==> config.mk <==
export PLATFORM = sky130hd
export DESIGN_NAME = svil_shared_irq
export DESIGN_NICKNAME = d
export VERILOG_FILES = /design/src/svil_pkg.sv /design/src/svil_shared_irq.sv /design/src/svil_sync_edge.sv /design/src/svil_tick_divider.sv
export VERILOG_INCLUDE_DIRS = /design/src
export SDC_FILE = /design/constraint.sdc
export NUM_CORES = 1
export LEC_CHECK = 0
export ABC_AREA = 1
export BUFFER_PORTS_ARGS = -buffer_cell sky130_fd_sc_hd__buf_4
export CORE_UTILIZATION = 45
export CTS_CLUSTER_SIZE = 16
export DETAILED_ROUTE_END_ITERATION = 8
export PLACE_DENSITY = 0.86
export SYNTH_ARGS = -nofsm -noshare
export SYNTH_HDL_FRONTEND = slang
export SYNTH_HIERARCHICAL = 1
export SYNTH_SLANG_ARGS = --single-unit
==> constraint.sdc <==
create_clock -name aclk -period 2.36 [get_ports aclk]
set_input_delay 0.118 -clock aclk [delete_from_list [all_inputs] [get_ports aclk]]
set_output_delay 0.118 -clock aclk [all_outputs]
set_load 0.01 [all_outputs]
==> src/svil_consts.svh <==
// Register offsets, field positions, reset values and divider counts for the shared-vector interrupt logic
`ifndef SVIL_CONSTS_SVH
`define SVIL_CONSTS_SVH

`define SVIL_ADDR_W 4
`define SVIL_OFS_CTRL_A 4'h0
`define SVIL_OFS_GROUP 4'h4
`define SVIL_OFS_RTC 4'h8
`define SVIL_OFS_STATUS 4'hC

`define SVIL_A_GIE 0
`define SVIL_A_SIE 1
`define SVIL_A_SGE 2
`define SVIL_A_SIF 4
`define SVIL_A_SGF 5

`define SVIL_G_CDE 0
`define SVIL_G_RTE 1
`define SVIL_G_PTE 2
`define SVIL_G_EPE 3
`define SVIL_G_CDF 4
`define SVIL_G_RTF 5
`define SVIL_G_PTF 6
`define SVIL_G_EPF 7

`define SVIL_CTRL_A_RST 8'h00
`define SVIL_GROUP_RST 8'h00
`define SVIL_RTC_RST 3'h0

`define SVIL_VEC_SERIAL 8'h14
`define SVIL_VEC_SHARED 8'h18

`define SVIL_SYS_DIV 4
`define SVIL_RTC_EXP_MIN 8
`define SVIL_RTC_EXP_MAX 15
`define SVIL_TB_EXP_MIN 12
`define SVIL_TB_EXP_MAX 15

`define SVIL_RESP_OKAY 2'h0
`define SVIL_RESP_SLVERR 2'h2

`endif

==> src/svil_pkg.sv <==
// Types shared by the shared-vector interrupt logic
package svil_pkg;

	typedef enum logic [1:0] {
		SVIL_FS_RTC_OSC,
		SVIL_FS_SLOW_OSC,
		SVIL_FS_SYS_DIV4,
		SVIL_FS_UNUSED
	} svil_fs_src_t;

	typedef struct packed {
		logic conv_done;
		logic serial_done;
	} svil_events_t;

	typedef struct packed {
		logic valid;
		logic [7:0] vector;
	} svil_call_t;

endpackage

==> src/svil_shared_irq.sv <==
// Serial and shared-vector interrupt request logic with tick dividers and AXI4-Lite registers
//
// Functional notes
// - Conversion-done interrupts need global, conversion and group enables all set.
// - Conversion completion sets the conversion-done flag.
// - Enabled group request with stack not full calls vector 018H.
// - Servicing the group clears group flag and global enable, keeps member flags.
// - Serial interrupt allowed only with global and serial enables set.
// - Each serial byte sets the serial flag; enabled, it calls vector 14H.
// - Servicing the serial interrupt clears its flag and the global enable.
// - Time-base, clock, conversion or peripheral events set the group flag when their own enables are set.
// - Group interrupt allowed only with global and group enables set.
// - Clock divider overflow sets its flag; interrupts with three enables set.
// - Clock divider ratio 2^8 to 2^15, chosen by a three-bit field.
// - Tick source is clock oscillator, slow oscillator, or system clock over four.
// - Time-base overflow sets its flag; interrupts with three enables set.
// - Time-base ratio 2^12 to 2^15, fixed by a configuration input.
// - A set flag holds, enable or not, until serviced or cleared.
// - Every source here can wake the processor from power-down.
// - Entry pushes only the program counter, nothing else.
// - Fixed priority: higher sources first, serial fifth, group sixth.
// - No request is acknowledged while the return stack is full.
// - Falling edge on the peripheral pin sets the peripheral flag.
//
// Decided for this implementation: the AXI4-Lite slave port and the register offsets.
`timescale 1ns/1ps
`include "svil_consts.svh"
module svil_shared_irq
	import svil_pkg::*;
#(
	parameter int DIV_WIDTH = 15
) (
	input wire logic aclk,
	input wire logic aresetn,
	input wire logic [31:0] s_axi_awaddr,
	input wire logic s_axi_awvalid,
	output logic s_axi_awready,
	input wire logic [31:0] s_axi_wdata,
	input wire logic [3:0] s_axi_wstrb,
	input wire logic s_axi_wvalid,
	output logic s_axi_wready,
	output logic [1:0] s_axi_bresp,
	output logic s_axi_bvalid,
	input wire logic s_axi_bready,
	input wire logic [31:0] s_axi_araddr,
	input wire logic s_axi_arvalid,
	output logic s_axi_arready,
	output logic [31:0] s_axi_rdata,
	output logic [1:0] s_axi_rresp,
	output logic s_axi_rvalid,
	input wire logic s_axi_rready,
	input wire svil_events_t events,
	input wire logic ext_periph_pin,
	input wire logic rtc_osc,
	input wire logic internal_slow_osc,
	input wire svil_fs_src_t fs_source_cfg,
	input wire logic [1:0] tb_ratio_cfg,
	input wire logic stack_full,
	input wire logic higher_pri_pending,
	output svil_call_t call,
	input wire logic call_ack,
	output logic push_pc,
	output logic wake
);
	if (DIV_WIDTH < `SVIL_RTC_EXP_MAX || DIV_WIDTH > 31) begin : g_width_check
		$error("DIV_WIDTH too small for longest ratio");
	end

	// Control and flag state
	logic global_int_enable;
	logic serial_int_enable;
	logic shared_group_enable;
	logic serial_int_flag;
	logic shared_group_flag;
	logic conv_done_int_enable;
	logic rtc_tick_enable;
	logic periodic_tick_enable;
	logic ext_periph_enable;
	logic conv_done_flag;
	logic rtc_tick_flag;
	logic periodic_tick_flag;
	logic ext_periph_flag;
	logic [2:0] rtc_divider_control;

	// Bus state
	logic aw_held;
	logic w_held;
	logic [`SVIL_ADDR_W-1:0] aw_addr;
	logic [7:0] w_byte;
	logic w_lane0;
	logic do_write;
	logic wr_ctrl_a;
	logic wr_group;
	logic wr_rtc;
	logic addr_ok;
	logic [`SVIL_ADDR_W-1:0] rd_addr;
	logic [31:0] next_rdata;
	logic next_rresp_err;

	// Event and service terms
	logic [2:0] pin_rise;
	logic [2:0] pin_fall;
	logic fs_tick;
	logic [1:0] sys_div;
	logic rtc_overflow;
	logic tb_overflow;
	logic [2:0] tb_exp;
	logic group_event;
	logic serial_req;
	logic group_req;
	logic take;
	logic take_serial;
	logic take_group;

	// Tick source and peripheral pin synchronisation and edges
	svil_sync_edge #(
		.WIDTH(3)
	) u_sync (
		.aclk(aclk),
		.aresetn(aresetn),
		.async_in({ext_periph_pin, internal_slow_osc, rtc_osc}),
		.rise(pin_rise),
		.fall(pin_fall)
	);

	always_ff @(posedge aclk) begin
		if (!aresetn) begin
			sys_div <= 2'h0;
		end else begin
			sys_div <= sys_div + 2'h1;
		end
	end

	always_comb begin
		unique case (fs_source_cfg)
			SVIL_FS_RTC_OSC: fs_tick = pin_rise[0];
			SVIL_FS_SLOW_OSC: fs_tick = pin_rise[1];
			SVIL_FS_SYS_DIV4: fs_tick = (sys_div == 2'(`SVIL_SYS_DIV - 1));
			default: fs_tick = 1'b0;
		endcase
	end

	// Both dividers advance only on the selected tick; with no tick source selected they hold
	svil_tick_divider #(
		.WIDTH(DIV_WIDTH),
		.EXP_MIN(`SVIL_RTC_EXP_MIN)
	) u_rtc_div (
		.aclk(aclk),
		.aresetn(aresetn),
		.tick_en(fs_tick),
		.exp_sel(rtc_divider_control),
		.overflow(rtc_overflow)
	);

	assign tb_exp = {1'b0, tb_ratio_cfg};

	svil_tick_divider #(
		.WIDTH(DIV_WIDTH),
		.EXP_MIN(`SVIL_TB_EXP_MIN)
	) u_tb_div (
		.aclk(aclk),
		.aresetn(aresetn),
		.tick_en(fs_tick),
		.exp_sel(tb_exp),
		.overflow(tb_overflow)
	);

	// Member events reach the group only through their own enables
	assign group_event = (events.conv_done & conv_done_int_enable)
		| (rtc_overflow & rtc_tick_enable)
		| (tb_overflow & periodic_tick_enable)
		| (pin_fall[2] & ext_periph_enable);

	// Request arbitration
	assign serial_req = global_int_enable & serial_int_enable & serial_int_flag;
	assign group_req = global_int_enable & shared_group_enable & shared_group_flag;
	assign take = call.valid & call_ack;
	assign take_serial = take && (call.vector == `SVIL_VEC_SERIAL);
	assign take_group = take && (call.vector == `SVIL_VEC_SHARED);
	assign push_pc = take;

	// Offer recomputed each cycle; dropped on the accepting edge
	always_ff @(posedge aclk) begin
		if (!aresetn) begin
			call <= '0;
		end else if (take || stack_full || higher_pri_pending) begin
			call.valid <= 1'b0;
		end else if (serial_req) begin
			call.valid <= 1'b1;
			call.vector <= `SVIL_VEC_SERIAL;
		end else if (group_req) begin
			call.valid <= 1'b1;
			call.vector <= `SVIL_VEC_SHARED;
		end else begin
			call.valid <= 1'b0;
		end
	end

	// Wake needs the source enables only, not the global enable
	always_ff @(posedge aclk) begin
		if (!aresetn) begin
			wake <= 1'b0;
		end else begin
			wake <= (serial_int_enable & serial_int_flag) | (shared_group_enable & shared_group_flag);
		end
	end

	// Write path
	assign do_write = aw_held & w_held & ~s_axi_bvalid;
	assign wr_ctrl_a = do_write & w_lane0 & (aw_addr == `SVIL_OFS_CTRL_A);
	assign wr_group = do_write & w_lane0 & (aw_addr == `SVIL_OFS_GROUP);
	assign wr_rtc = do_write & w_lane0 & (aw_addr == `SVIL_OFS_RTC);
	assign addr_ok = (aw_addr == `SVIL_OFS_CTRL_A) | (aw_addr == `SVIL_OFS_GROUP)
		| (aw_addr == `SVIL_OFS_RTC) | (aw_addr == `SVIL_OFS_STATUS);
	assign s_axi_awready = ~aw_held;
	assign s_axi_wready = ~w_held;

	always_ff @(posedge aclk) begin
		if (!aresetn) begin
			aw_held <= 1'b0;
			aw_addr <= '0;
		end else if (s_axi_awvalid && !aw_held) begin
			aw_held <= 1'b1;
			aw_addr <= s_axi_awaddr[`SVIL_ADDR_W-1:0];
		end else if (do_write) begin
			aw_held <= 1'b0;
		end
	end

	always_ff @(posedge aclk) begin
		if (!aresetn) begin
			w_held <= 1'b0;
			w_byte <= 8'h00;
			w_lane0 <= 1'b0;
		end else if (s_axi_wvalid && !w_held) begin
			w_held <= 1'b1;
			w_byte <= s_axi_wdata[7:0];
			w_lane0 <= s_axi_wstrb[0];
		end else if (do_write) begin
			w_held <= 1'b0;
		end
	end

	always_ff @(posedge aclk) begin
		if (!aresetn) begin
			s_axi_bvalid <= 1'b0;
			s_axi_bresp <= `SVIL_RESP_OKAY;
		end else if (do_write) begin
			s_axi_bvalid <= 1'b1;
			s_axi_bresp <= addr_ok ? `SVIL_RESP_OKAY : `SVIL_RESP_SLVERR;
		end else if (s_axi_bready) begin
			s_axi_bvalid <= 1'b0;
		end
	end

	// Enables; service clearing of the global enable beats a software write
	always_ff @(posedge aclk) begin
		if (!aresetn) begin
			global_int_enable <= 1'(`SVIL_CTRL_A_RST >> `SVIL_A_GIE);
			serial_int_enable <= 1'b0;
			shared_group_enable <= 1'b0;
		end else begin
			if (wr_ctrl_a) begin
				serial_int_enable <= w_byte[`SVIL_A_SIE];
				shared_group_enable <= w_byte[`SVIL_A_SGE];
			end
			if (take) begin
				global_int_enable <= 1'b0;
			end else if (wr_ctrl_a) begin
				global_int_enable <= w_byte[`SVIL_A_GIE];
			end
		end
	end

	always_ff @(posedge aclk) begin
		if (!aresetn) begin
			conv_done_int_enable <= 1'b0;
			rtc_tick_enable <= 1'b0;
			periodic_tick_enable <= 1'b0;
			ext_periph_enable <= 1'b0;
			rtc_divider_control <= `SVIL_RTC_RST;
		end else begin
			if (wr_group) begin
				conv_done_int_enable <= w_byte[`SVIL_G_CDE];
				rtc_tick_enable <= w_byte[`SVIL_G_RTE];
				periodic_tick_enable <= w_byte[`SVIL_G_PTE];
				ext_periph_enable <= w_byte[`SVIL_G_EPE];
			end
			if (wr_rtc) begin
				rtc_divider_control <= w_byte[2:0];
			end
		end
	end

	// Vector flags: an event in the clearing cycle wins
	always_ff @(posedge aclk) begin
		if (!aresetn) begin
			serial_int_flag <= 1'b0;
			shared_group_flag <= 1'b0;
		end else begin
			if (events.serial_done) begin
				serial_int_flag <= 1'b1;
			end else if (take_serial) begin
				serial_int_flag <= 1'b0;
			end else if (wr_ctrl_a) begin
				serial_int_flag <= w_byte[`SVIL_A_SIF];
			end
			if (group_event) begin
				shared_group_flag <= 1'b1;
			end else if (take_group) begin
				shared_group_flag <= 1'b0;
			end else if (wr_ctrl_a) begin
				shared_group_flag <= w_byte[`SVIL_A_SGF];
			end
		end
	end

	// Member flags are set regardless of enables and cleared only by software
	always_ff @(posedge aclk) begin
		if (!aresetn) begin
			conv_done_flag <= 1'b0;
			rtc_tick_flag <= 1'b0;
			periodic_tick_flag <= 1'b0;
			ext_periph_flag <= 1'b0;
		end else begin
			if (events.conv_done) begin
				conv_done_flag <= 1'b1;
			end else if (wr_group) begin
				conv_done_flag <= w_byte[`SVIL_G_CDF];
			end
			if (rtc_overflow) begin
				rtc_tick_flag <= 1'b1;
			end else if (wr_group) begin
				rtc_tick_flag <= w_byte[`SVIL_G_RTF];
			end
			if (tb_overflow) begin
				periodic_tick_flag <= 1'b1;
			end else if (wr_group) begin
				periodic_tick_flag <= w_byte[`SVIL_G_PTF];
			end
			if (pin_fall[2]) begin
				ext_periph_flag <= 1'b1;
			end else if (wr_group) begin
				ext_periph_flag <= w_byte[`SVIL_G_EPF];
			end
		end
	end

	// Read path
	assign rd_addr = s_axi_araddr[`SVIL_ADDR_W-1:0];
	assign s_axi_arready = ~s_axi_rvalid;

	always_comb begin
		next_rdata = 32'h0000_0000;
		next_rresp_err = 1'b0;
		unique case (rd_addr)
			`SVIL_OFS_CTRL_A: begin
				next_rdata[`SVIL_A_GIE] = global_int_enable;
				next_rdata[`SVIL_A_SIE] = serial_int_enable;
				next_rdata[`SVIL_A_SGE] = shared_group_enable;
				next_rdata[`SVIL_A_SIF] = serial_int_flag;
				next_rdata[`SVIL_A_SGF] = shared_group_flag;
			end
			`SVIL_OFS_GROUP: begin
				next_rdata[`SVIL_G_CDE] = conv_done_int_enable;
				next_rdata[`SVIL_G_RTE] = rtc_tick_enable;
				next_rdata[`SVIL_G_PTE] = periodic_tick_enable;
				next_rdata[`SVIL_G_EPE] = ext_periph_enable;
				next_rdata[`SVIL_G_CDF] = conv_done_flag;
				next_rdata[`SVIL_G_RTF] = rtc_tick_flag;
				next_rdata[`SVIL_G_PTF] = periodic_tick_flag;
				next_rdata[`SVIL_G_EPF] = ext_periph_flag;
			end
			`SVIL_OFS_RTC: next_rdata[2:0] = rtc_divider_control;
			`SVIL_OFS_STATUS: next_rdata[9:0] = {wake, call.valid, call.vector};
			default: next_rresp_err = 1'b1;
		endcase
	end

	always_ff @(posedge aclk) begin
		if (!aresetn) begin
			s_axi_rvalid <= 1'b0;
			s_axi_rdata <= 32'h0000_0000;
			s_axi_rresp <= `SVIL_RESP_OKAY;
		end else if (s_axi_arvalid && !s_axi_rvalid) begin
			s_axi_rvalid <= 1'b1;
			s_axi_rdata <= next_rdata;
			s_axi_rresp <= next_rresp_err ? `SVIL_RESP_SLVERR : `SVIL_RESP_OKAY;
		end else if (s_axi_rready) begin
			s_axi_rvalid <= 1'b0;
		end
	end
endmodule // svil_shared_irq

==> src/svil_sync_edge.sv <==
// Two-flop synchronisers with rising and falling edge detect, one per input bit
`timescale 1ns/1ps
module svil_sync_edge #(
	parameter int WIDTH = 3
) (
	input wire logic aclk,
	input wire logic aresetn,
	input wire logic [WIDTH-1:0] async_in,
	output logic [WIDTH-1:0] rise,
	output logic [WIDTH-1:0] fall
);
	if (WIDTH < 1) begin : g_width_check
		$error("WIDTH must be at least 1");
	end

	genvar i;
	generate
		for (i = 0; i < WIDTH; i++) begin : g_bit
			logic meta;
			logic stable;
			logic last;
			always_ff @(posedge aclk) begin
				if (!aresetn) begin
					meta <= 1'b1;
					stable <= 1'b1;
					last <= 1'b1;
				end else begin
					meta <= async_in[i];
					stable <= meta;
					last <= stable;
				end
			end
			// Only the second stage and its delayed copy feed the detectors
			assign rise[i] = stable & ~last;
			assign fall[i] = ~stable & last;
		end
	endgenerate
endmodule // svil_sync_edge

==> src/svil_tick_divider.sv <==
// Free-running power-of-two divider that pulses once per selected period
`timescale 1ns/1ps
module svil_tick_divider #(
	parameter int WIDTH = 15,
	parameter int EXP_MIN = 8
) (
	input wire logic aclk,
	input wire logic aresetn,
	input wire logic tick_en,
	input wire logic [2:0] exp_sel,
	output logic overflow
);
	if (EXP_MIN < 1 || EXP_MIN + 7 > WIDTH + 7 || WIDTH > 31) begin : g_width_check
		$error("Divider width cannot serve the range");
	end

	logic [WIDTH-1:0] count;
	logic [WIDTH-1:0] mask;
	logic [4:0] exp;

	assign exp = 5'(EXP_MIN) + {2'b00, exp_sel};
	assign mask = WIDTH'((32'h0000_0001 << exp) - 32'h0000_0001);

	always_ff @(posedge aclk) begin
		if (!aresetn) begin
			count <= '0;
		end else if (tick_en) begin
			count <= count + WIDTH'(1);
		end
	end

	// Pulse on the tick that wraps the selected low bits
	always_ff @(posedge aclk) begin
		if (!aresetn) begin
			overflow <= 1'b0;
		end else begin
			overflow <= tick_en && ((count & mask) == mask);
		end
	end
endmodule // svil_tick_divider

[Yosys cells after proc, flatten, opt, wreduce, memory -nomap -nowiden]
Cells that the tools add are included.
Storage, ports and cells
  register bits after elaboration: 100
  input port bits: 119
  output and inout bits: 52
  word-level logic and storage cells: 163
Operators by class
  $add $sub $neg: 7
  equality and inequality tests: 13
  shift-type cells: 2
  mux-type cells: 32
  bitwise operators: 38
  reduce and logical (&&, ||, !) cells: 30
Operators by type and width (count)
  15-bit by 1-bit adder with 15-bit output (second input constant): 2
  15-bit AND: 2
  15-bit equality test: 2
  1-bit by 5-bit << shifter with 15-bit output (first input constant): 2
  15-bit by 1-bit subtractor with 15-bit output (second input constant): 2
  1-bit two-way mux: 22
  1-bit AND: 20
  2-bit nonzero test: 9
  4-bit equality test (second input constant): 4
  8-bit by 5-bit equality test with 1-bit output (second input constant): 2
  3-bit case mux with 4 select lines: 1
  9-bit two-way mux: 1
  1-bit inverter: 9
  4-bit by 3-bit equality test with 1-bit output (second input constant): 2
  4-bit zero test: 2
  8-bit two-way mux: 1
  1-bit logical AND: 7
  1-bit bitwise OR: 7
  2-bit two-way mux: 3
  2-bit case mux with 3 select lines: 1
  3-bit nonzero test: 2
  4-bit by 2-bit adder with 5-bit output (first input constant): 1
  4-bit by 3-bit adder with 5-bit output (first input constant): 1
  2-bit equality test (second input constant): 2
  other kinds (11): 15

[Logic depth before layout (Yosys ltp)]
  depth in word-level cells: 7
  depth in mapped cells: 12
  mapped depth without buffers: 11

[By module]
The synthesis kept the hierarchy.
Modules (own cells, without submodules)
  svil_shared_irq: times used 1, cells each 344, area each 2442.3 um^2, seq. area each 1041.0 um^2
  svil_tick_divider (u_rtc_div): times used 1, cells each 138, area each 912.1 um^2, seq. area each 320.3 um^2
  svil_tick_divider (u_tb_div): times used 1, cells each 131, area each 860.8 um^2, seq. area each 320.3 um^2
  svil_sync_edge: times used 1, cells each 37, area each 292.8 um^2, seq. area each 180.2 um^2

[Least setup slack after synthesis]
OpenSTA, ideal clock, no wires.
  path type: flip-flop to flip-flop
  start point: register u_sync.g_bit[0].stable
  end point: register u_tb_div.count[8]
  setup time: 0.113 ns
  data arrival time: 1.872 ns
  required time: 2.247 ns
  setup slack: 0.375 ns
  cell stages (with the launch flop): 13
  path buffers: 1
  period minus slack after synthesis: 1.985 ns
  path through: dfxtp_1 inv_1 nor2_1 nor2_1 o31ai_1 buf_6 nand2_4 nor2_4 nand2_2 nor2_1 nand2_1 nand2_1 nor2_1
Between the ends
  word-level cells in the longest chain between the ends: 2
Ends and longest elaborated chain
  start: declaration: RTL line svil_sync_edge.sv:20  | logic stable;
  start signal: assignment: RTL line svil_sync_edge.sv:29  | stable <= meta;
  1-bit AND: RTL line svil_sync_edge.sv:34  | assign rise[i] = stable & ~last;
  net pin_rise[0]: RTL line svil_shared_irq.sv:101  | logic [2:0] pin_rise;
  1-bit case mux with 3 select lines: RTL line svil_shared_irq.sv:135  | unique case (fs_source_cfg)
  net fs_tick: RTL line svil_shared_irq.sv:103  | logic fs_tick;
  end signal: assignment: RTL line svil_tick_divider.sv:28  | count <= count + WIDTH'(1);
  end: declaration: RTL line svil_tick_divider.sv:17  | logic [WIDTH-1:0] count;
The timed path passes the listed nets, and every way through them passes these cells.
A chain may end at the register's enable or synchronous reset.

[Worst setup path after layout]
  start point: register u_sync.g_bit[0].stable
  end point: register u_rtc_div.count[10]
Between the ends
  word-level cells in the longest chain between the ends: 2
Ends and longest elaborated chain (RTL line)
  1-bit AND: svil_sync_edge.sv:34
  net pin_rise[0]: svil_shared_irq.sv:101
  1-bit case mux with 3 select lines: svil_shared_irq.sv:135
  net fs_tick: svil_shared_irq.sv:103
  end signal: assignment: svil_tick_divider.sv:28
  end: declaration: svil_tick_divider.sv:17
The timed path passes the listed nets, and every way through them passes these cells.

==> impl_results.md <==
- Largest net degree at the start of global routing: 48
- DR iter-0 viols: 220
- Met3 WL post-DR: 413 um
- Tcrit/Tclk final: 0.735
- Vias in the first global route: 3695
- DR vias: 4031
- Fin. max-slew vios: 0
- Yosys warnings: 6
- PostCTS Resize Cnt: 0
- Initial antenna violation count: 0
- Total setup buffers inserted after CTS: 0
- Core ar.: 9730 um2
- Hold Vio Cnt, Final: 0
- Worst slew margin: 0.607
- Crit Path Max Fanout: 17
- DRT Pass-1 Iters: 5
- Clk_skew: 0.0116 ns
- CTS H-tree depth: 3
- DRC: 0
- Most common cell after layout, fill and taps aside: nand2_1
- Dpl hpwl: 6420 um
- Grt total ovfl: 0
- Max cap viols: 0
- Leakage: 2.42 nW
- Final nets: 834
- Worst EP arrival: 1.99 ns
- IO buf count: 58
- CTS tree: done
- Row count: 36
- Min Hold Slack: 0.0200 ns
- Antenna cells: 0
- Synth Cell Area: between 4000 and 5000 um2
- Full die area: around 10000 um2
- Status: completed
- Vias per inst: 4.75
- TNS Setup: 0 ns
- Commonest cells after routing, fill and taps aside: 117 x nand2_1, 99 x nor2_1, 93 x dfxtp_1, 90 x inv_1, 60 x buf_4
- Die height: 102 um
- IO Pins: 171
- Area of placed instances: just under 5000 um2
- Met2 wire length: 4350 um
- Post-Layout Inst Area: between 5000 and 6000 um2
- Drt total wl: around 9200 um
- CP Launch Type: flip-flop
- Overall fraction of global-route tracks in use: 0.190
- RSZ-0062 raised after global routing: false
- Placed Instances: 824
- Final setup fails: 0
- Worst Path Required: 2.62 ns
- Setup crit end kind: flip-flop
- Wirelength per Cell: 10.8 um
- Max layer used: met4
- Syn avg cell area: slightly below 7 um2
- Die width: 102 um
- Power density cells: 594 nW/um2
- WL met1: between 4000 and 5000 um
- Final Non-Filler Cells: 848
- Minimum clock period: 1.73 ns
- Crit Path Class: flip-flop to flip-flop
- Syn Inst Count: 645
- Area Growth Syn to Fin: 16.2%
- GP Congestion: 0.841
- Worst VDD drop: 0.320 mV
- Ratio of cells with drive above 1 in the final layout: 0.138
- Worst-Margin Slew: 0.589 ns
- Clk slew on worst S/H paths: 0.09 ns
- Min-delay worst type: primary input to flip-flop
- CTS Sinks: 93
- Pwr Total: 3.10 mW
- CTS buffer count: 9
- Worst-Skew Late Latency: 0.37 ns
- DRT antenna net count: 0
- First-pass GRT wire length: 15500 um
- Starting density of the core: 0.461
- Clock Tree Root: clkbuf_8
- Clock Tree Buf Depth: 2
- Fmax: 576 MHz
- Hold_buf cts: 8
==> worst max-delay path, stage by stage, from the launching register on <==
cell and delay (ns):
dfxtp_1 0.32, inv_1 0.04, nor2_1 0.09, nor2_1 0.06, o31ai_2 0.21, buf_4 0.26, nand2_1 0.09, nor2_2 0.22
nand3_1 0.13, o21ai_0 0.16, nor2_1 0.05
==> final cells by class <==
cell class / count / area [um2]
clock inverter: 6 / 92.6
timing repair buffer: 68 / 531
multi-input combinational: 448 / 2100
fill: 932 / 4510
inverter: 90 / 338
clock buffer: 10 / 128
sequential: 93 / 1860
tap: 133 / 166
==> sequential cells by signal, indices dropped and copies added, names as in the netlist, 2 cells and up <==
register / cells
s_axi_rdata: 10
u_sync/g_bit.last: 3
u_tb_div/count: 15
u_sync/g_bit.stable: 3
rtc_divider_control: 3
call: 4
sys_div: 2
u_rtc_div/count: 15
w_byte: 8
aw_addr: 4
u_sync/g_bit.meta: 3
==> stage by stage <==
| stage | setup WS, ns | util |
|---|---|---|
| global route | 0.446 | 0.536 |
| detailed placement | 0.615 | 0.505 |
| global placement | 0.650 | 0.505 |
| CTS | 0.603 | 0.536 |
| finish | 0.625 | 0.536 |
| floorplan | 0.383 | - |
==> path summary, 6_finish.rpt <==
kind | depth (start not counted) | slack [ns] | end | start
max | 10 | 0.63 | u_rtc_div/count[10]$_SDFFE_PN0P_ | u_sync/g_bit[0].stable$_SDFF_PN1_
min | 3 | 0.02 | w_byte[3]$_SDFFE_PN0P_ | s_axi_wdata[3]
max reg2reg | 10 | 0.63 | u_rtc_div/count[10]$_SDFFE_PN0P_ | u_sync/g_bit[0].stable$_SDFF_PN1_
min reg2reg | 2 | 0.41 | u_sync/g_bit[0].stable$_SDFF_PN1_ | u_sync/g_bit[0].meta$_SDFF_PN1_
==> routing by layer <==
| layer | global-route usage | up-vias |
|---|---|---|
| met5 | 0 | - |
| met4 | 0.0681 | 0 |
| met3 | 0.0431 | 14 |
| met2 | 0.335 | 92 |
| met1 | 0.226 | 1807 |
| li1 | - | 2118 |
==> power breakdown <==
| group | internal [mW] | leakage, nW | total [mW] | switching (mW) |
|---|---|---|---|---|
| logic | 0.116 | 1.56 | 0.287 | 0.170 |
| registers | 1.62 | 0.758 | 1.65 | 0.0326 |
| clock network | 0.604 | 0.104 | 1.16 | 0.555 |
No activity file was read; power rests on OpenSTA's default activity.
